**config.mk**
```make
export PLATFORM = sky130hd
export DESIGN_NAME = weigh_serial_status_responder
export DESIGN_NICKNAME = d
export VERILOG_FILES = /design/src/include/weigh_pkg.sv /design/src/core/hex_ascii.sv /design/src/core/reply_fifo.sv /design/src/core/weigh_serial_status_responder.sv
export VERILOG_INCLUDE_DIRS = /design/src /design/src/include
export SDC_FILE = /design/constraint.sdc
export NUM_CORES = 1
export LEC_CHECK = 0
export BUFFER_PORTS_ARGS = -buffer_cell sky130_fd_sc_hd__buf_2
export CAP_MARGIN = 20
export CORE_UTILIZATION = 59
export CTS_CLUSTER_SIZE = 30
export DETAILED_ROUTE_END_ITERATION = 16
export PLACE_DENSITY_LB_ADDON = 0.25
export REMOVE_ABC_BUFFERS = 1
export SYNTH_ARGS = -nofsm -noshare
export SYNTH_HDL_FRONTEND = slang
export SYNTH_SLANG_ARGS = --single-unit
```
**constraint.sdc**
```tcl
create_clock -name sys_clk -period 4 [get_ports sys_clk]
set_input_delay 0.8 -clock sys_clk [delete_from_list [all_inputs] [get_ports sys_clk]]
set_output_delay 0.8 -clock sys_clk [all_outputs]
set_load 0.03 [all_outputs]
```
**src/include/weigh_regs.svh**
```systemverilog
// constants for the weighing serial status responder
`ifndef WEIGH_REGS_SVH
`define WEIGH_REGS_SVH
`define CMD_STATUS 4'h0
`define CMD_SWITCH 4'h1
`define CMD_LOAD 4'h2
`define CMD_REMOTE 4'h3
`define CMD_QUERY 4'h4
`define CMD_FORMAT 4'h5
`define CMD_MONITOR 4'h6
`define LED1_KG_BIT 7
`define REAR_MULTIDROP 8'h80
`define REAR_CMD_LOCK 8'h40
`define FMT_DATA_MASK 6'h1F
`define FMT_DEFAULT 6'h3F
`define LEN_STATUS 7'h04
`define LEN_SWITCH 7'h04
`define LEN_LOAD 7'h06
`define LEN_REMOTE 7'h02
`define LEN_QUERY 7'h40
`define LEN_MON 7'h06
`define LEN_REPORT 7'h04
`define LEN_ERROR 7'h03
`define CH_START 8'h3E
`define CH_CR 8'h0D
`define CH_LF 8'h0A
`define CH_HASH 8'h23
`define CH_BEL 8'h07
`define CH_ZERO 8'h30
`define CH_ERR 8'h4E
`define CH_MON 8'h4D
`define CH_RELAY 8'h52
`define CH_SWITCH 8'h44
`define CH_LED 8'h4C
`define CH_LB_1 8'h4C
`define CH_LB_2 8'h62
`define CH_KG_1 8'h4B
`define CH_KG_2 8'h67
`define ERR_LOCKOUT 8'h21
`define ERR_FORMAT 8'h22
`define ERR_SUBCMD 8'h23
`define ERR_MULTIDROP 8'h24
`define FIFO_DEPTH 16
`endif

```
**src/include/weigh_pkg.sv**
```systemverilog
// types shared by the status responder
`default_nettype none
package weigh_pkg;
   typedef enum logic [1:0] {PH_IDLE, PH_HEAD, PH_BODY, PH_TAIL} phase_t;
   typedef enum logic [1:0] {GRP_NONE, GRP_RELAY, GRP_SWITCH, GRP_LED} group_t;
   typedef enum logic [3:0] {
      K_STATUS, K_SWITCH, K_LOAD, K_REMOTE, K_QUERY, K_ACK, K_MONITOR, K_REPORT, K_ERROR
   } reply_t;
   typedef struct packed {
      phase_t phase;
      reply_t kind;
      logic [6:0] idx;
      logic [6:0] len;
      logic [15:0] addr;
      logic [23:0] echo;
      logic [1:0] echo_len;
      logic [7:0] err;
      logic [7:0] rear_m;
      logic [7:0] rear_s;
      logic [7:0] int_m;
      logic [7:0] int_s;
      logic [7:0] rem_m;
      logic [7:0] rem_s;
      logic [15:0] led;
      logic [7:0] rear;
      logic [7:0] intl;
      logic [7:0] external_input_level_query;
      logic [7:0] relay;
      logic [23:0] counts;
      logic [23:0] gross;
      logic [23:0] net;
      logic [23:0] peak;
      logic [23:0] total;
      logic [23:0] rate;
      logic [5:0] fmt;
      group_t grp;
      logic [7:0] msub;
      logic [15:0] mask;
      logic [15:0] last;
      logic [15:0] maddr;
   } state_t;
endpackage
`default_nettype wire

```
**src/core/hex_ascii.sv**
```systemverilog
// nibble to ascii hexadecimal character
`default_nettype none
module hex_ascii (
   // value
   input wire logic [3:0] nibble,
   // character
   output logic [7:0] ascii
);
   always_comb begin
      if (nibble < 4'hA) begin
         ascii = 8'h30 + {4'h0, nibble};
      end else begin
         ascii = 8'h37 + {4'h0, nibble};
      end
   end
endmodule
`default_nettype wire

```
**src/core/reply_fifo.sv**
```systemverilog
// byte fifo between reply generator and link
`default_nettype none
module reply_fifo #(
   parameter int WIDTH = 9,
   parameter int DEPTH = 16
) (
   // clock and reset
   input wire logic sys_clk,
   input wire logic reset,
   // fill side
   input wire logic in_valid,
   output logic in_ready,
   input wire logic [WIDTH-1:0] in_data,
   // drain side
   output logic out_valid,
   input wire logic out_ready,
   output logic [WIDTH-1:0] out_data
);
   localparam int AW = $clog2(DEPTH);
   typedef struct packed {
      logic [DEPTH-1:0][WIDTH-1:0] mem;
      logic [AW:0] wr;
      logic [AW:0] rd;
   } fifo_t;
   fifo_t f_q;
   fifo_t f_d;
   logic full;
   logic empty;

   assign full = (f_q.wr[AW] != f_q.rd[AW]) && (f_q.wr[AW-1:0] == f_q.rd[AW-1:0]);
   assign empty = f_q.wr == f_q.rd;
   assign in_ready = !full;
   assign out_valid = !empty;
   assign out_data = f_q.mem[f_q.rd[AW-1:0]];

   always_comb begin
      f_d = f_q;
      if (in_valid && !full) begin
         f_d.mem[f_q.wr[AW-1:0]] = in_data;
         f_d.wr = f_q.wr + 1'b1;
      end
      if (out_ready && !empty) begin
         f_d.rd = f_q.rd + 1'b1;
      end
   end

   always_ff @(posedge sys_clk) begin
      if (reset) begin
         f_q <= '0;
      end else begin
         f_q <= f_d;
      end
   end
endmodule
`default_nettype wire

```
**src/core/weigh_serial_status_responder.sv**
```systemverilog
// status, query, format and monitor replies of the serial command interpreter
`include "weigh_regs.svh"
`default_nettype none
module weigh_serial_status_responder (
   // clock and reset
   input wire logic sys_clk,
   input wire logic reset,
   // decoded command from the framing engine
   input wire logic cmd_valid,
   output logic cmd_ready,
   input wire logic [3:0] cmd_kind,
   input wire logic [7:0] cmd_sub,
   input wire logic [15:0] cmd_mask,
   input wire logic [5:0] cmd_format,
   input wire logic [15:0] cmd_addr,
   input wire logic [23:0] cmd_echo,
   input wire logic [1:0] cmd_echo_len,
   input wire logic cmd_fail,
   input wire logic [7:0] cmd_fail_code,
   // instrument state from on-chip logic
   input wire logic [7:0] led_byte1,
   input wire logic [7:0] led_byte2,
   input wire logic [7:0] relay_state,
   input wire logic [23:0] load_counts,
   input wire logic [23:0] gross_weight,
   input wire logic [23:0] net_weight,
   input wire logic [23:0] peak_gross,
   input wire logic [23:0] total_net,
   input wire logic [23:0] weight_change_rate,
   // pins
   input wire logic [7:0] rear_switch_pins,
   input wire logic [7:0] internal_switch_pins,
   input wire logic [7:0] external_input_pins,
   // reply byte stream
   output logic tx_valid,
   input wire logic tx_ready,
   output logic [7:0] tx_data,
   output logic tx_last,
   // stored settings
   output logic [4:0] format_sel,
   output logic format_print_trigger,
   output logic monitor_active
);
   weigh_pkg::state_t s_q;
   weigh_pkg::state_t s_d;
   logic push;
   logic fifo_ready;
   logic [7:0] lit;
   logic hex_en;
   logic [3:0] nib;
   logic [7:0] hex_ch;
   logic [7:0] byte_out;
   logic last_out;
   logic [15:0] grp_now;
   logic change;

   function automatic logic [3:0] nib16(input logic [15:0] v, input logic [6:0] k);
      logic [15:0] t;
      t = v << {k[1:0], 2'b00};
      return t[15:12];
   endfunction

   function automatic logic [3:0] nib24(input logic [23:0] v, input logic [6:0] k);
      logic [23:0] t;
      t = v << {k[2:0], 2'b00};
      return t[23:20];
   endfunction

   function automatic logic [7:0] unit_ch(input logic kg, input logic second);
      logic [7:0] c;
      if (kg) begin
         c = second ? `CH_KG_2 : `CH_KG_1;
      end else begin
         c = second ? `CH_LB_2 : `CH_LB_1;
      end
      return c;
   endfunction

   hex_ascii u_hex (
      .nibble(nib),
      .ascii(hex_ch)
   );

   // monitored group value, live
   always_comb begin
      unique case (s_q.grp)
         weigh_pkg::GRP_RELAY: grp_now = {8'h00, relay_state};
         weigh_pkg::GRP_SWITCH: grp_now = {s_q.rear_s, s_q.int_s};
         weigh_pkg::GRP_LED: grp_now = {led_byte1, led_byte2};
         weigh_pkg::GRP_NONE: grp_now = 16'h0000;
      endcase
   end

   // only masked items count as a change
   assign change = (s_q.grp != weigh_pkg::GRP_NONE) && (((grp_now ^ s_q.last) & s_q.mask) != 16'h0000);

   // byte generator
   always_comb begin
      lit = 8'h00;
      hex_en = 1'b0;
      nib = 4'h0;
      unique case (s_q.phase)
         weigh_pkg::PH_HEAD: begin
            // echo of the received framing
            unique case (s_q.idx)
               7'h00: lit = `CH_START;
               7'h01: lit = s_q.addr[15:8];
               7'h02: lit = s_q.addr[7:0];
               7'h03: lit = s_q.echo[23:16];
               7'h04: lit = s_q.echo[15:8];
               default: lit = s_q.echo[7:0];
            endcase
         end
         weigh_pkg::PH_BODY: begin
            hex_en = 1'b1;
            unique case (s_q.kind)
               weigh_pkg::K_STATUS: nib = nib16(s_q.led, s_q.idx);
               weigh_pkg::K_SWITCH: nib = nib16({s_q.rear, s_q.intl}, s_q.idx);
               weigh_pkg::K_LOAD: nib = nib24(s_q.counts, s_q.idx);
               weigh_pkg::K_REMOTE: nib = nib16({s_q.external_input_level_query, 8'h00}, s_q.idx);
               weigh_pkg::K_REPORT: nib = nib16(s_q.last, s_q.idx);
               weigh_pkg::K_MONITOR: begin
                  // present status then hash and bell
                  if (s_q.idx < 7'h04) begin
                     nib = nib16(s_q.last, s_q.idx);
                  end else begin
                     hex_en = 1'b0;
                     lit = (s_q.idx == 7'h04) ? `CH_HASH : `CH_BEL;
                  end
               end
               weigh_pkg::K_ERROR: begin
                  // error letter and two digits
                  if (s_q.idx == 7'h00) begin
                     hex_en = 1'b0;
                     lit = `CH_ERR;
                  end else begin
                     nib = (s_q.idx == 7'h01) ? s_q.err[7:4] : s_q.err[3:0];
                  end
               end
               weigh_pkg::K_QUERY: begin
                  // fixed query layout
                  if (s_q.idx < 7'h06) begin
                     nib = nib24(s_q.gross, s_q.idx);
                  end else if (s_q.idx < 7'h08) begin
                     hex_en = 1'b0;
                     lit = unit_ch(s_q.led[8 + `LED1_KG_BIT], s_q.idx[0]);
                  end else if (s_q.idx < 7'h0E) begin
                     nib = nib24(s_q.net, s_q.idx - 7'h08);
                  end else if (s_q.idx < 7'h10) begin
                     hex_en = 1'b0;
                     lit = unit_ch(s_q.led[8 + `LED1_KG_BIT], s_q.idx[0]);
                  end else if (s_q.idx < 7'h16) begin
                     nib = nib24(s_q.peak, s_q.idx - 7'h10);
                  end else if (s_q.idx < 7'h18) begin
                     hex_en = 1'b0;
                     lit = unit_ch(s_q.led[8 + `LED1_KG_BIT], s_q.idx[0]);
                  end else if (s_q.idx < 7'h1E) begin
                     nib = nib24(s_q.counts, s_q.idx - 7'h18);
                  end else if (s_q.idx < 7'h24) begin
                     nib = nib24(s_q.total, s_q.idx - 7'h1E);
                  end else if (s_q.idx < 7'h26) begin
                     hex_en = 1'b0;
                     lit = unit_ch(s_q.led[8 + `LED1_KG_BIT], s_q.idx[0]);
                  end else if (s_q.idx < 7'h2C) begin
                     nib = nib24(s_q.rate, s_q.idx - 7'h26);
                  end else if (s_q.idx < 7'h2E) begin
                     hex_en = 1'b0;
                     lit = unit_ch(s_q.led[8 + `LED1_KG_BIT], s_q.idx[0]);
                  end else if (s_q.idx < 7'h3A) begin
                     hex_en = 1'b0;
                     lit = `CH_ZERO;
                  end else if (s_q.idx < 7'h3E) begin
                     nib = nib16(s_q.led, s_q.idx - 7'h3A);
                  end else begin
                     nib = nib16({s_q.relay, 8'h00}, s_q.idx - 7'h3E);
                  end
               end
               weigh_pkg::K_ACK: hex_en = 1'b0;
               default: hex_en = 1'b0;
            endcase
         end
         weigh_pkg::PH_TAIL: lit = (s_q.idx == 7'h00) ? `CH_CR : `CH_LF;
         weigh_pkg::PH_IDLE: lit = 8'h00;
      endcase
   end

   assign byte_out = hex_en ? hex_ch : lit;
   assign last_out = (s_q.phase == weigh_pkg::PH_TAIL) && (s_q.idx == 7'h01);
   assign push = (s_q.phase != weigh_pkg::PH_IDLE) && fifo_ready;
   assign cmd_ready = s_q.phase == weigh_pkg::PH_IDLE;

   // sequencing and command acceptance
   always_comb begin
      weigh_pkg::group_t g;
      logic lock;
      g = weigh_pkg::GRP_NONE;
      lock = (s_q.rear_s & `REAR_CMD_LOCK) != 8'h00;
      s_d = s_q;
      // pins pass two flops; the first is read only by the second
      s_d.rear_m = rear_switch_pins;
      s_d.rear_s = s_q.rear_m;
      s_d.int_m = internal_switch_pins;
      s_d.int_s = s_q.int_m;
      s_d.rem_m = external_input_pins;
      s_d.rem_s = s_q.rem_m;
      if (push) begin
         s_d.idx = s_q.idx + 7'h01;
         unique case (s_q.phase)
            weigh_pkg::PH_HEAD: begin
               if (s_q.idx == 7'h02 + {5'h00, s_q.echo_len}) begin
                  s_d.idx = 7'h00;
                  s_d.phase = (s_q.len == 7'h00) ? weigh_pkg::PH_TAIL : weigh_pkg::PH_BODY;
               end
            end
            weigh_pkg::PH_BODY: begin
               if (s_q.idx == s_q.len - 7'h01) begin
                  s_d.idx = 7'h00;
                  s_d.phase = weigh_pkg::PH_TAIL;
               end
            end
            weigh_pkg::PH_TAIL: begin
               if (s_q.idx == 7'h01) begin
                  s_d.idx = 7'h00;
                  s_d.phase = weigh_pkg::PH_IDLE;
               end
            end
            weigh_pkg::PH_IDLE: s_d.idx = 7'h00;
         endcase
      end else if (s_q.phase == weigh_pkg::PH_IDLE && cmd_valid) begin
         // snapshot so a long reply stays self-consistent
         s_d.phase = weigh_pkg::PH_HEAD;
         s_d.idx = 7'h00;
         s_d.addr = cmd_addr;
         s_d.echo = cmd_echo;
         s_d.echo_len = cmd_echo_len;
         s_d.led = {led_byte1, led_byte2};
         s_d.rear = s_q.rear_s;
         s_d.intl = s_q.int_s;
         s_d.external_input_level_query = s_q.rem_s;
         s_d.relay = relay_state;
         s_d.counts = load_counts;
         s_d.gross = gross_weight;
         s_d.net = net_weight;
         s_d.peak = peak_gross;
         s_d.total = total_net;
         s_d.rate = weight_change_rate;
         s_d.kind = weigh_pkg::K_ERROR;
         s_d.len = `LEN_ERROR;
         s_d.err = `ERR_SUBCMD;
         if (cmd_fail) begin
            s_d.err = cmd_fail_code;
         end else begin
            unique case (cmd_kind)
               `CMD_STATUS: begin
                  s_d.kind = weigh_pkg::K_STATUS;
                  s_d.len = `LEN_STATUS;
               end
               `CMD_SWITCH: begin
                  s_d.kind = weigh_pkg::K_SWITCH;
                  s_d.len = `LEN_SWITCH;
               end
               `CMD_LOAD: begin
                  s_d.kind = weigh_pkg::K_LOAD;
                  s_d.len = `LEN_LOAD;
               end
               `CMD_REMOTE: begin
                  s_d.kind = weigh_pkg::K_REMOTE;
                  s_d.len = `LEN_REMOTE;
               end
               `CMD_QUERY: begin
                  s_d.kind = weigh_pkg::K_QUERY;
                  s_d.len = `LEN_QUERY;
               end
               `CMD_FORMAT: begin
                  // lockout bars settings, queries still answered
                  if (lock) begin
                     s_d.err = `ERR_LOCKOUT;
                  end else if ((cmd_format & `FMT_DATA_MASK) == 6'h00) begin
                     s_d.err = `ERR_FORMAT;
                  end else begin
                     s_d.fmt = cmd_format;
                     s_d.kind = weigh_pkg::K_ACK;
                     s_d.len = 7'h00;
                  end
               end
               `CMD_MONITOR: begin
                  unique case (cmd_sub)
                     `CH_RELAY: g = weigh_pkg::GRP_RELAY;
                     `CH_SWITCH: g = weigh_pkg::GRP_SWITCH;
                     `CH_LED: g = weigh_pkg::GRP_LED;
                     default: g = weigh_pkg::GRP_NONE;
                  endcase
                  if (lock) begin
                     s_d.err = `ERR_LOCKOUT;
                  end else if ((s_q.rear_s & `REAR_MULTIDROP) != 8'h00) begin
                     s_d.err = `ERR_MULTIDROP;
                  end else if (g == weigh_pkg::GRP_NONE) begin
                     s_d.err = `ERR_SUBCMD;
                  end else if (cmd_mask == 16'h0000) begin
                     // zero mask on the watched group ends monitoring
                     if (g == s_q.grp) begin
                        s_d.grp = weigh_pkg::GRP_NONE;
                     end
                     s_d.kind = weigh_pkg::K_ACK;
                     s_d.len = 7'h00;
                  end else begin
                     // a new subscription replaces the old one
                     s_d.grp = g;
                     s_d.msub = cmd_sub;
                     s_d.mask = cmd_mask;
                     s_d.maddr = cmd_addr;
                     unique case (g)
                        weigh_pkg::GRP_RELAY: s_d.last = {8'h00, relay_state};
                        weigh_pkg::GRP_SWITCH: s_d.last = {s_q.rear_s, s_q.int_s};
                        default: s_d.last = {led_byte1, led_byte2};
                     endcase
                     s_d.kind = weigh_pkg::K_MONITOR;
                     s_d.len = `LEN_MON;
                  end
               end
               default: s_d.err = `ERR_SUBCMD;
            endcase
         end
         if (s_d.kind == weigh_pkg::K_ERROR) begin
            s_d.echo_len = 2'h0;
         end
      end else if (s_q.phase == weigh_pkg::PH_IDLE && change) begin
         // unsolicited report; commands win when both wait
         s_d.phase = weigh_pkg::PH_HEAD;
         s_d.idx = 7'h00;
         s_d.kind = weigh_pkg::K_REPORT;
         s_d.len = `LEN_REPORT;
         s_d.addr = s_q.maddr;
         s_d.echo = {`CH_MON, s_q.msub, 8'h00};
         s_d.echo_len = 2'h2;
         s_d.last = grp_now;
      end
   end

   always_ff @(posedge sys_clk) begin
      if (reset) begin
         s_q <= '0;
         s_q.fmt <= `FMT_DEFAULT;
      end else begin
         s_q <= s_d;
      end
   end

   reply_fifo #(
      .WIDTH(9),
      .DEPTH(`FIFO_DEPTH)
   ) u_fifo (
      .sys_clk(sys_clk),
      .reset(reset),
      .in_valid(s_q.phase != weigh_pkg::PH_IDLE),
      .in_ready(fifo_ready),
      .in_data({last_out, byte_out}),
      .out_valid(tx_valid),
      .out_ready(tx_ready),
      .out_data({tx_last, tx_data})
   );

   assign format_sel = s_q.fmt[4:0];
   assign format_print_trigger = s_q.fmt[5];
   assign monitor_active = s_q.grp != weigh_pkg::GRP_NONE;
endmodule
`default_nettype wire

```
==> results of run 1 <==
sequential cells by signal, summed over array words and instances, names as in the netlist:
register / count
s_q: 341
u_fifo.f_q: 154
s_d: 24
format_sel: 5
format_print_trigger: 1
worst max-delay path by stage:
stage / slack (ns) / to / cells after the start / from
2_1_floorplan: -2.49 / s_q[0]$_SDFFE_PP0P_ / 8 / s_q[373]$_SDFFE_PP0P_
3_3_place_gp: 0.05 / u_fifo.f_q[133]$_SDFFE_PP0P_ / 13 / s_q[363]$_SDFFE_PP0P_
3_5_place_dp: 0.04 / u_fifo.f_q[100]$_SDFFE_PP0P_ / 11 / s_q[362]$_SDFFE_PP0P_
4_1_cts: 0.02 / u_fifo.f_q[100]$_SDFFE_PP0P_ / 11 / s_q[362]$_SDFFE_PP0P_
5_1_grt: 0.13 / u_fifo.f_q[61]$_SDFFE_PP0P_ / 13 / s_q[361]$_SDFFE_PP0P_
6_report: 0.24 / u_fifo.f_q[133]$_SDFFE_PP0P_ / 13 / s_q[361]$_SDFFE_PP0P_
per-stage QoR:
step / hold slack (ns) / worst slack (ns) / utilization (%) / setup TNS [ns]
finish: 0.4032 / 0.2357 / 68.92 / 0
global route: 0.3985 / 0.1304 / 68.92 / 0
CTS: 0.3792 / 0.01724 / 68.89 / 0
detailed placement: 0.4220 / 0.03572 / 64.56 / 0
global placement: 0.4175 / 0.04609 / 64.56 / 0
floorplan: 0.4113 / -2.495 / - / -618.31
routing by layer:
layer  up-vias  global-route usage (%)  share of wire, %
met2       875                   53.14                47
met4         0                   13.97               3.7
li1      10410                       -                 -
met3       150                   4.815               6.9
met5         -                       0                 0
met1     10490                   43.07                42
cells in the final DEF, fill, tap and decap left out, types with 36 or more instances in the layout:
| master | synthesis | layout |
|---|---|---|
| a211oi_1 | 41 | 41 |
| a21oi_1 | 308 | 307 |
| a22oi_1 | 38 | 38 |
| a311oi_1 | 42 | 42 |
| buf_2 | 17 | 297 |
| buf_4 | 10 | 80 |
| clkbuf_16 | 0 | 55 |
| dfxtp_1 | 525 | 521 |
| mux2i_1 | 36 | 36 |
| mux4_2 | 78 | 78 |
| nand2_1 | 657 | 655 |
| nand3b_1 | 57 | 57 |
| nor2_1 | 209 | 208 |
| nor2b_1 | 71 | 71 |
| nor3_1 | 45 | 44 |
| o21ai_0 | 80 | 79 |
power by group through the flow:
stage / Combinational (mW) / Sequential [mW] / Clock, mW
4_1_cts: 3.90 / 6.13 / 5.08
5_1_grt: 4.30 / 6.19 / 5.29
3_5_place_dp: 3.88 / 6.24 / 0
6_report: 3.94 / 6.14 / 5.03
3_3_place_gp: 3.80 / 6.22 / 0
2_1_floorplan: 2.57 / 6.23 / 0
critical path: stages (launching register included):
cell	delay (ns)
dfxtp_4	0.36
buf_12	0.28
mux4_2	0.55
nand2_1	0.08
o21ai_0	0.29
a32oi_1	0.32
nand4b_1	0.17
a311o_1	0.35
nand3_1	0.11
ha_1	0.18
a311oi_1	0.10
o21ai_1	0.26
o21a_2	0.41
a211oi_1	0.13
cells by family (layout without fill, tap and decap cells):
family	after synthesis	in the layout	synth area share (%)
muxes	149	149	10.30
and+or+nand+nor	1169	1169	21.28
adders and majority gates	23	23	1.181
xor gates and xnor gates	40	40	1.437
DFF	525	525	43.11
buffers and inverters	263	514	4.589
AOI/OAI and AO/OA	670	670	18.10
final cells by class:
cell class | instances | area, um2
Sequential cell | 525 | 10520
Multi-Input combinational cell | 2051 | 12780
Timing Repair Buffer | 388 | 2302
Tap cell | 532 | 665.6
Clock inverter | 19 | 177.7
Clock buffer | 80 | 1590
Fill cell | 3235 | 12690
Inverter | 27 | 101.3
repair_timing:
action                                  4_1_cts  5_1_grt
hold buffers                                  0        0
resized for setup                             0        6
endpoints found under the setup margin        0       48
==> results.yml, run 1 <==
status:
  status: "complete, no violations"
place:
  dp_hpwl_um: 49090
  io_buffer_count: 298
  postPlaceCellArea_um2: 26360
  place_congestion: 0.9641
  dp_cells: 3523
die:
  start_util_pct: 59.70
  num_io_pins: 299
  die-width_um: 205.3
  coreArea_um2: 40830
  die_area_um2: 42130
  num_rows: 74
  die_h_um: 205.3
logic_synthesis:
  ys_warn_count: 0
  ys_types: 86
  synth_area_um2: 24380
  synth-seq-cells: 525
  synth.avg_cell_area_um2: 8.587
  seq_area_frac_synth_pct: 43.11
  yosys-top-cells-count: "nand2_1 (657), dfxtp_1 (525), a21oi_1 (308), nor2_1 (209), clkbuf_1 (169)"
  synth_top_flop_cell: "dfxtp_1"
  synth_edf_count: 0
  synth_area_leaders: "dfxtp_1 (43%), nand2_1 (10%), mux4_2 (7.2%)"
  syn_inst: 2839
  postSynth.asyncResetShare_pct: 0
  post-synth-top-count-cell: "nand2_1"
  synth_top_area_share_pct: 43.11
  synth_top_area_cell: "dfxtp_1"
grt:
  grt-ovfl-total: 0
  grt_pass1_wl_um: 109200
  grt_max_degree: 198
  antenna_found_initial: 0
  grt_pass1_vias: 20770
  grtUsageTotal_pct: 32.59
power:
  power_frac_comb_pct: 26.1
  p_int_mw: 10.12
  p_per_area_nw_per_um2: 536.9
  netSwitchingFraction_pct: 33.04
  seq_power_share_pct: 40.6
  p_total_mw: 15.11
  p_switching_mw: 4.991
  pwr-share-clk_pct: 33.3
  peakVddDrop_mv: 0.4029
  p_leak_nw: 10.34
worst_setup_path:
  critPathArrivalTime_ns: 4.21
  critPathKind: "register to register"
  critPathLaunchType: "register"
  setup.worst_path.end_class: "register"
  r2r_setup_slack_ns: 0.24
  r2r_cells: 13
  r2r-end: "u_fifo.f_q[133]$_SDFFE_PP0P_"
  r2r-start: "s_q[361]$_SDFFE_PP0P_"
  cp.required_ns: 4.45
  cp_max_fo: 41
sta:
  worst_pin_slew_ns: 1.095
  fin_worst_skew_ns: 0.01926
  fin_crit_sh_pct: 94.11
  hold_viol: 0
  slew_headroom_pct: 26.73
  clock.fmax_mhz: 265.7
  setup_viol: 0
  rsz0062_at_grt: "no"
  finalCriticalPeriod_ns: 3.764
  maxSlewViolCount: 0
detailed_routing:
  vias: 21930
  antenna_left: 0
  avgRoutedWirePerCell_um: 19.22
  drc: 0
  via_per_inst: 6.054
  wl_um: 69610
  dr.pass1.iters: 5
  drt-initial-drc-count: 2081
cells_and_area:
  antenna_cells: 0
  syn2layout_area_growth_pct: 15.43
  fin_cells: 3622
  nets: 3350
  design_area_um2: 28140
  drive_gt1_share_pct: 21.26
cts:
  clk_pin_slew_ns: 0.06
  cts_buffers: 53
  cts_buffer_depth: 3
  root_buffer: "clkbuf_16"
  cts_tree: "built"
  clkLatencyLatePin_ns: 0.61
  clkSinkCount: 525
  post-cts-setup-buffers: 0
  htreeDepth: 2
min_path:
  hold_depth: 2
  hp-start: "internal_switch_pins[3]"
  holdPathEnd: "s_d[275]$_SDFF_PP0_"
  hold_path.class: "input pin to register"
run:
  maxCapViolCount: 0
No activity file was read; power rests on OpenSTA's default activity.
==> run 2, diff against run 1 <==
- CORE_UTILIZATION: 59 -> 43
==> run 2 against run 1 <==
Compared with the run above: routed wire length is 5.6% higher; setup slack lost 0.012 ns; via count fell by 1.7%; flip-flop and latch count unchanged; combinational power barely moved; first-iteration DRC count down 11%; register-to-register slack about the same; critical path depth did not move; clock-buffer cell count rose by 2; critical path type unchanged.
==> results.yml, run 2 (same netlist as run 1, synthesis figures left out) <==
status:
  status: "complete, no violations"
sta:
  fin_crit_sh_pct: 94.40
  fin_worst_skew_ns: 0.02236
  slew_headroom_pct: 29.83
  finalCriticalPeriod_ns: 3.776
  rsz0062_at_grt: "no"
  clock.fmax_mhz: 264.8
  maxSlewViolCount: 0
  worst_pin_slew_ns: 1.026
  hold_viol: 0
  setup_viol: 0
  setup_tns_ns: 0
worst_setup_path:
  critPathArrivalTime_ns: 4.30
  critPathKind: "register to register"
  cp.required_ns: 4.52
  r2r_setup_slack_ns: 0.22
  cp_max_fo: 22
  setup.worst_path.end_class: "register"
  critPathLaunchType: "register"
  r2r_cells: 13
detailed_routing:
  vias: 21560
  drt-initial-drc-count: 1845
  antenna_left: 0
  avgRoutedWirePerCell_um: 19.12
  via_per_inst: 5.610
  dr.pass1.iters: 7
  wl_um: 73490
  drc: 0
cells_and_area:
  largest_reg_flops: 341
  final_cell_mix: "nand2_1 (655), dfxtp_1 (521), a21oi_1 (307)"
  syn2layout_area_growth_pct: 17.41
  top_register: "s_q"
  nets: 3349
  final_common_cell: "nand2_1"
  drive_gt1_share_pct: 21.51
  fillCellCount: 5201
die:
  die_h_um: 240.1
  start_util_pct: 43.90
  coreArea_um2: 55520
  num_io_pins: 299
  num_rows: 86
  die-width_um: 240.1
  die_area_um2: 57650
power:
  peakVddDrop_mv: 0.3400
  power_frac_comb_pct: 25.0
  p_leak_nw: 10.43
  netSwitchingFraction_pct: 32.77
  pwr-share-clk_pct: 35.6
  p_switching_mw: 5.124
  p_per_area_nw_per_um2: 546.4
  p_total_mw: 15.64
  seq_power_share_pct: 39.3
  p_int_mw: 10.51
grt:
  grt_pass1_wl_um: 114800
  grtUsageTotal_pct: 25.17
  grt-ovfl-total: 0
  grt_pass1_vias: 20730
  antenna_found_initial: 5
  grt_max_degree: 198
cts:
  cts_buffer_depth: 3
  post-cts-setup-buffers: 0
  cts_tree: "built"
  htreeDepth: 2
  root_buffer: "clkbuf_16"
  clkSinkCount: 525
  clk_pin_slew_ns: 0.06
  cts_hold_buffers: 0
  cts_buffers: 56
  clkLatencyLatePin_ns: 0.62
place:
  io_buffer_count: 298
  dp_hpwl_um: 52580
  place_congestion: 0.9447
min_path:
  hold_depth: 2
  hold_path.class: "input pin to register"
run:
  maxCapViolCount: 0
run 2: what timing repair did:
action,4_1_cts,5_1_grt
endpoints found under the setup margin,5,64
pin swaps,0,1
resized for setup,1,12
run 2: layer usage:
metal | vias to the layer above | routed length (um) | GRT usage [%] | part of all wire (%)
li1 | 10390 | - | - | -
met1 | 10390 | 32180 | 33.06 | 44
met2 | 636 | 35250 | 41.71 | 48
met3 | 135 | 4143 | 4.604 | 5.6
met4 | 6 | 1870 | 8.049 | 2.5
met5 | - | 34 | 0 | 0.046
run 2: power by group through the flow:
stage / clock network [mW] / logic (mW) / registers, mW
floorplan: 0 / 2.57 / 6.23
global route: 5.89 / 4.28 / 6.21
global placement: 0 / 3.81 / 6.25
finish: 5.57 / 3.92 / 6.15
detailed placement: 0 / 3.88 / 6.26
CTS: 5.66 / 3.89 / 6.15
run 2: path summary, 6_finish.rpt:
path,from,endpoint
worst max-delay path,s_q[361]$_SDFFE_PP0P_,u_fifo.f_q[140]$_SDFFE_PP0P_
worst min-delay path,cmd_format[5],format_print_trigger$_SDFFE_PP1P_
worst max register to register,s_q[361]$_SDFFE_PP0P_,u_fifo.f_q[140]$_SDFFE_PP0P_
worst min register to register,s_d[260]$_SDFF_PP0_,s_q[260]$_SDFF_PP0_
run 2: per-stage QoR:
step	cells	worst slack [ns]	hold slack, ns	utilization (%)	instance area (um2)
4_1_cts	3839	0.07890	0.3726	51.45	28570
3_5_place_dp	3735	0.02039	0.4212	47.84	26560
5_1_grt	3840	0.001673	0.3710	51.53	28610
3_3_place_gp	3735	0.05688	0.4194	47.84	26560
2_1_floorplan	2603	-2.495	0.4113	-	23360
6_report	3843	0.2240	0.4003	51.55	28620
run 2: cell type report:
cell class | count | area, um2 | area share (%)
Multi-Input combinational cell | 2051 | 12820 | 44.79
Antenna cell | 4 | 10.01 | 0.03497
Sequential cell | 525 | 10520 | 36.76
Clock buffer | 82 | 1713 | 5.985
Clock inverter | 22 | 287.8 | 1.005
Timing Repair Buffer | 384 | 2235 | 7.808
Tap cell | 748 | 935.9 | 3.270
Inverter | 27 | 101.3 | 0.3541
run 2: critical path, stage by stage, from the launching register on:
cell and delay, ns:
dfxtp_4 0.51, buf_12 0.22, buf_4 0.18, mux4_2 0.54
a21oi_1 0.41, o31ai_1 0.13, nor2b_1 0.15, a311o_1 0.36
nand3_1 0.10, ha_1 0.17, a311oi_1 0.08, o21ai_1 0.28
nand2_2 0.29, o21ai_0 0.24
==> run 3, diff against run 2 <==
- SYNTH_HIERARCHICAL: not set -> 1
==> run 3 against run 2 <==
Compared with the run above: utilization decreased by 1.1 points; final area increased by 1.7%; clock power decreased by 7.4%; hold slack got worse by 0.025 ns; combinational power decreased by 32%; first-iteration DRC count decreased by 14%; setup slack got worse by 0.045 ns; synthesized cell count increased by 0.32%; flip-flop and latch count unchanged; synthesized area increased by 3.0%; global-route usage decreased by 0.65 points; cell count increased by 0.91%; critical endpoint is now u_fifo/f_q[48]$_SDFFE_PP0P_.
==> results.yml, run 3 <==
status:
  status: "complete, no violations"
detailed_routing:
  avgRoutedWirePerCell_um: 19.27
  antenna_left: 0
  via_per_inst: 5.510
  wl_um: 74720
  dr.pass1.iters: 5
  drt-initial-drc-count: 1583
  vias: 21370
  drc: 0
die:
  start_util_pct: 43.52
  coreArea_um2: 57700
  die-width_um: 243.6
  die_h_um: 243.6
  die_area_um2: 59360
  num_rows: 88
  num_io_pins: 299
logic_synthesis:
  synth_top_area_cell: "dfxtp_1"
  synth_top_flop_cell: "dfxtp_1"
  synth-seq-cells: 525
  yosys.area_share.xor_xnor_pct: 1.106
  postSynth.asyncResetShare_pct: 0
  synth.avg_cell_area_um2: 8.816
  post-synth-top-count-cell: "nand2_1"
  synth_edf_count: 0
  synth_compound_area_share_pct: 14.58
  yosys-top-cells-count: "nand2_1 (726), dfxtp_1 (525), a21oi_1 (317), mux2i_1 (203), clkbuf_1 (158)"
  synthAdderAreaFrac_pct: 1.186
  ys_warn_count: 6
  synth_area_leaders: "dfxtp_1 (42%), nand2_1 (11%), mux2i_1 (8.1%)"
  synthMuxAreaShare_pct: 16.09
  synth_area_um2: 25110
  synth_top_area_share_pct: 41.86
  syn_inst: 2848
  synth-simple-area-share_pct: 19.64
  synth_top_family_by_area: "simple AND/OR/NAND/NOR gates"
  ys_types: 92
  seq_area_frac_synth_pct: 41.86
sta:
  worst_pin_slew_ns: 1.026
  finalCriticalPeriod_ns: 3.821
  setup_viol: 0
  hold_viol: 0
  fin_crit_sh_pct: 95.53
  fin_worst_skew_ns: 0.03075
  maxSlewViolCount: 0
  rsz0062_at_grt: "no"
  setup_ws_ns: 0.1790
  slew_headroom_pct: 31.57
  clock.fmax_mhz: 261.7
place:
  place_ws_ns: 0.07659
  dp_hpwl_um: 52450
  io_buffer_count: 298
  place_congestion: 0.8859
cells_and_area:
  largest_reg_flops: 341
  top_register: "s_q"
  syn2layout_area_growth_pct: 15.90
  final_util_pct: 50.44
  nets: 3374
  final_common_cell: "nand2_1"
  drive_gt1_share_pct: 21.02
  final_cell_mix: "nand2_1 (722), dfxtp_1 (522), a21oi_1 (317)"
power:
  p_switching_mw: 4.112
  power_frac_comb_pct: 19.5
  seq_power_share_pct: 42.7
  p_int_mw: 9.549
  p_leak_nw: 11.65
  p_per_area_nw_per_um2: 469.5
  peakVddDrop_mv: 0.3404
  netSwitchingFraction_pct: 30.10
  pwr-share-clk_pct: 37.8
grt:
  grt_pass1_vias: 20650
  grtUsageTotal_pct: 24.52
  antenna_found_initial: 0
  grt-ovfl-total: 0
  grt_pass1_wl_um: 116000
  grt_max_degree: 205
cts:
  clkLatencyLatePin_ns: 0.64
  post-cts-setup-buffers: 0
  cts_tree: "built"
  clkSinkCount: 525
  cts_hold_buffers: 0
  cts_buffer_depth: 3
  root_buffer: "clkbuf_16"
  htreeDepth: 2
  clk_pin_slew_ns: 0.06
  cts_buffers: 56
worst_setup_path:
  critPathKind: "register to register"
  cp_slowest_stage_delay_ns: 0.38
  cp_max_fo: 16
  crit_family: "compound AO/OA/AOI/OAI gates"
  setup.worst_path.end_class: "register"
  cp.required_ns: 4.47
  cp_common_cell: "buf_4"
  crit_path_cell_trace: "buf_4 -> nand2_1 -> buf_4 -> o21ai_0 -> o211ai_1 -> a222oi_1 -> a31oi_1 -> a311o_1 -> a31oi_1 -> buf_4 -> nand2_2 -> mux2_1 -> mux2_2 -> nand2_1 -> buf_12 -> mux2i_1"
  critPathArrivalTime_ns: 4.29
  critPathLaunchType: "register"
  cp_slowest_cell: "o21ai_0"
  worst-path-buf-inv: 4
run:
  maxCapViolCount: 0
min_path:
  hold_path.class: "input pin to register"
## run 3: cell types whose count changed in the layout (fill, tap and decap cells not counted), sizes merged, moves of 17 or more
cell     delta
a2111oi    -19
a211oi     -20
a311oi     -41
inv        +17
mux2i     +167
nand2      +71
nand3b     -54
nor2       -57
nor3       -21
nor4       +19
o21ai      -21
## run 3: logic make-up after synthesis
| logic type | count (synthesis) |
|---|---|
| xor+xnor | 30 |
| flops | 525 |
| simple gates | 1113 |
| compound gates | 573 |
| fa+ha+maj | 24 |
| other cells | 1 |
| mux | 303 |
| buf+inv | 279 |
## run 3: final timing paths
| kind | from | depth (start not counted) | endpoint | slack [ns] |
|---|---|---|---|---|
| worst max-delay path | s_q[363]$_SDFFE_PP0P_ | 16 | u_fifo/f_q[48]$_SDFFE_PP0P_ | 0.18 |
| worst min-delay path | internal_switch_pins[7] | 2 | s_d[279]$_SDFF_PP0_ | 0.38 |
| worst max register to register | s_q[363]$_SDFFE_PP0P_ | 16 | u_fifo/f_q[48]$_SDFFE_PP0P_ | 0.18 |
| worst min register to register | s_q[258]$_SDFF_PP0_ | 2 | s_q[218]$_SDFFE_PP0P_ | 0.43 |
## run 3: what timing repair did
item                                    4_1_cts  5_1_grt
endpoints found under the setup margin        0       80
hold endpoints to repair                      0        0
resized for setup                             0        6
## run 3: power groups by stage
stage / registers, mW / clock network [mW] / logic, mW
4_1_cts: 5.83 / 5.25 / 2.66
3_5_place_dp: 5.94 / 0 / 2.65
2_1_floorplan: 5.95 / 0 / 1.69
5_1_grt: 5.87 / 5.47 / 2.90
3_3_place_gp: 5.93 / 0 / 2.62
6_report: 5.84 / 5.16 / 2.66
## run 3: area by class of cell
cell class,count,area [um2]
Antenna cell,2,5.005
Clock buffer,75,1543
Clock inverter,24,280.3
Fill cell,5483,28590
Inverter,47,177.7
Multi-Input combinational cell,2044,13260
Sequential cell,525,10520
Tap cell,765,957.2
Timing Repair Buffer,396,2357
## run 3: per-layer routing
metal / up-vias / wire (um) / share of wire, % / track usage (%)
met1: 10270 / 32190 / 43 / 32.22
met5: - / 0 / 0 / 0
met2: 653 / 36390 / 49 / 41.44
met3: 137 / 3876 / 5.2 / 2.853
met4: 0 / 2260 / 3.0 / 8.621
li1: 10310 / - / - / -
## run 3: worst register-to-register path, cell delays in order (launching register included)
cell and delay [ns]:
dfxtp_1 0.36, buf_4 0.23, nand2_1 0.22, buf_4 0.22, o21ai_0 0.38, o211ai_1 0.16
a222oi_1 0.32, a31oi_1 0.08, a311o_1 0.34, a31oi_1 0.24, buf_4 0.19, nand2_2 0.05
mux2_1 0.29, mux2_2 0.27, nand2_1 0.10, buf_12 0.15, mux2i_1 0.08
## run 3: through the flow
| stage | setup TNS [ns] | area, um2 | hold slack [ns] | total power, mW | instances |
|---|---|---|---|---|---|
| 2_1_floorplan | -1467.59 | 23900 | 0.4113 | 7.645 | 2616 |
| 4_1_cts | 0 | 29050 | 0.3478 | 13.74 | 3875 |
| 5_1_grt | 0 | 29100 | 0.3681 | 14.25 | 3876 |
| 6_report | 0 | 29100 | 0.3752 | 13.66 | 3878 |
| 3_3_place_gp | 0 | 27230 | 0.4213 | 8.547 | 3776 |
| 3_5_place_dp | 0 | 27230 | 0.4241 | 8.597 | 3776 |
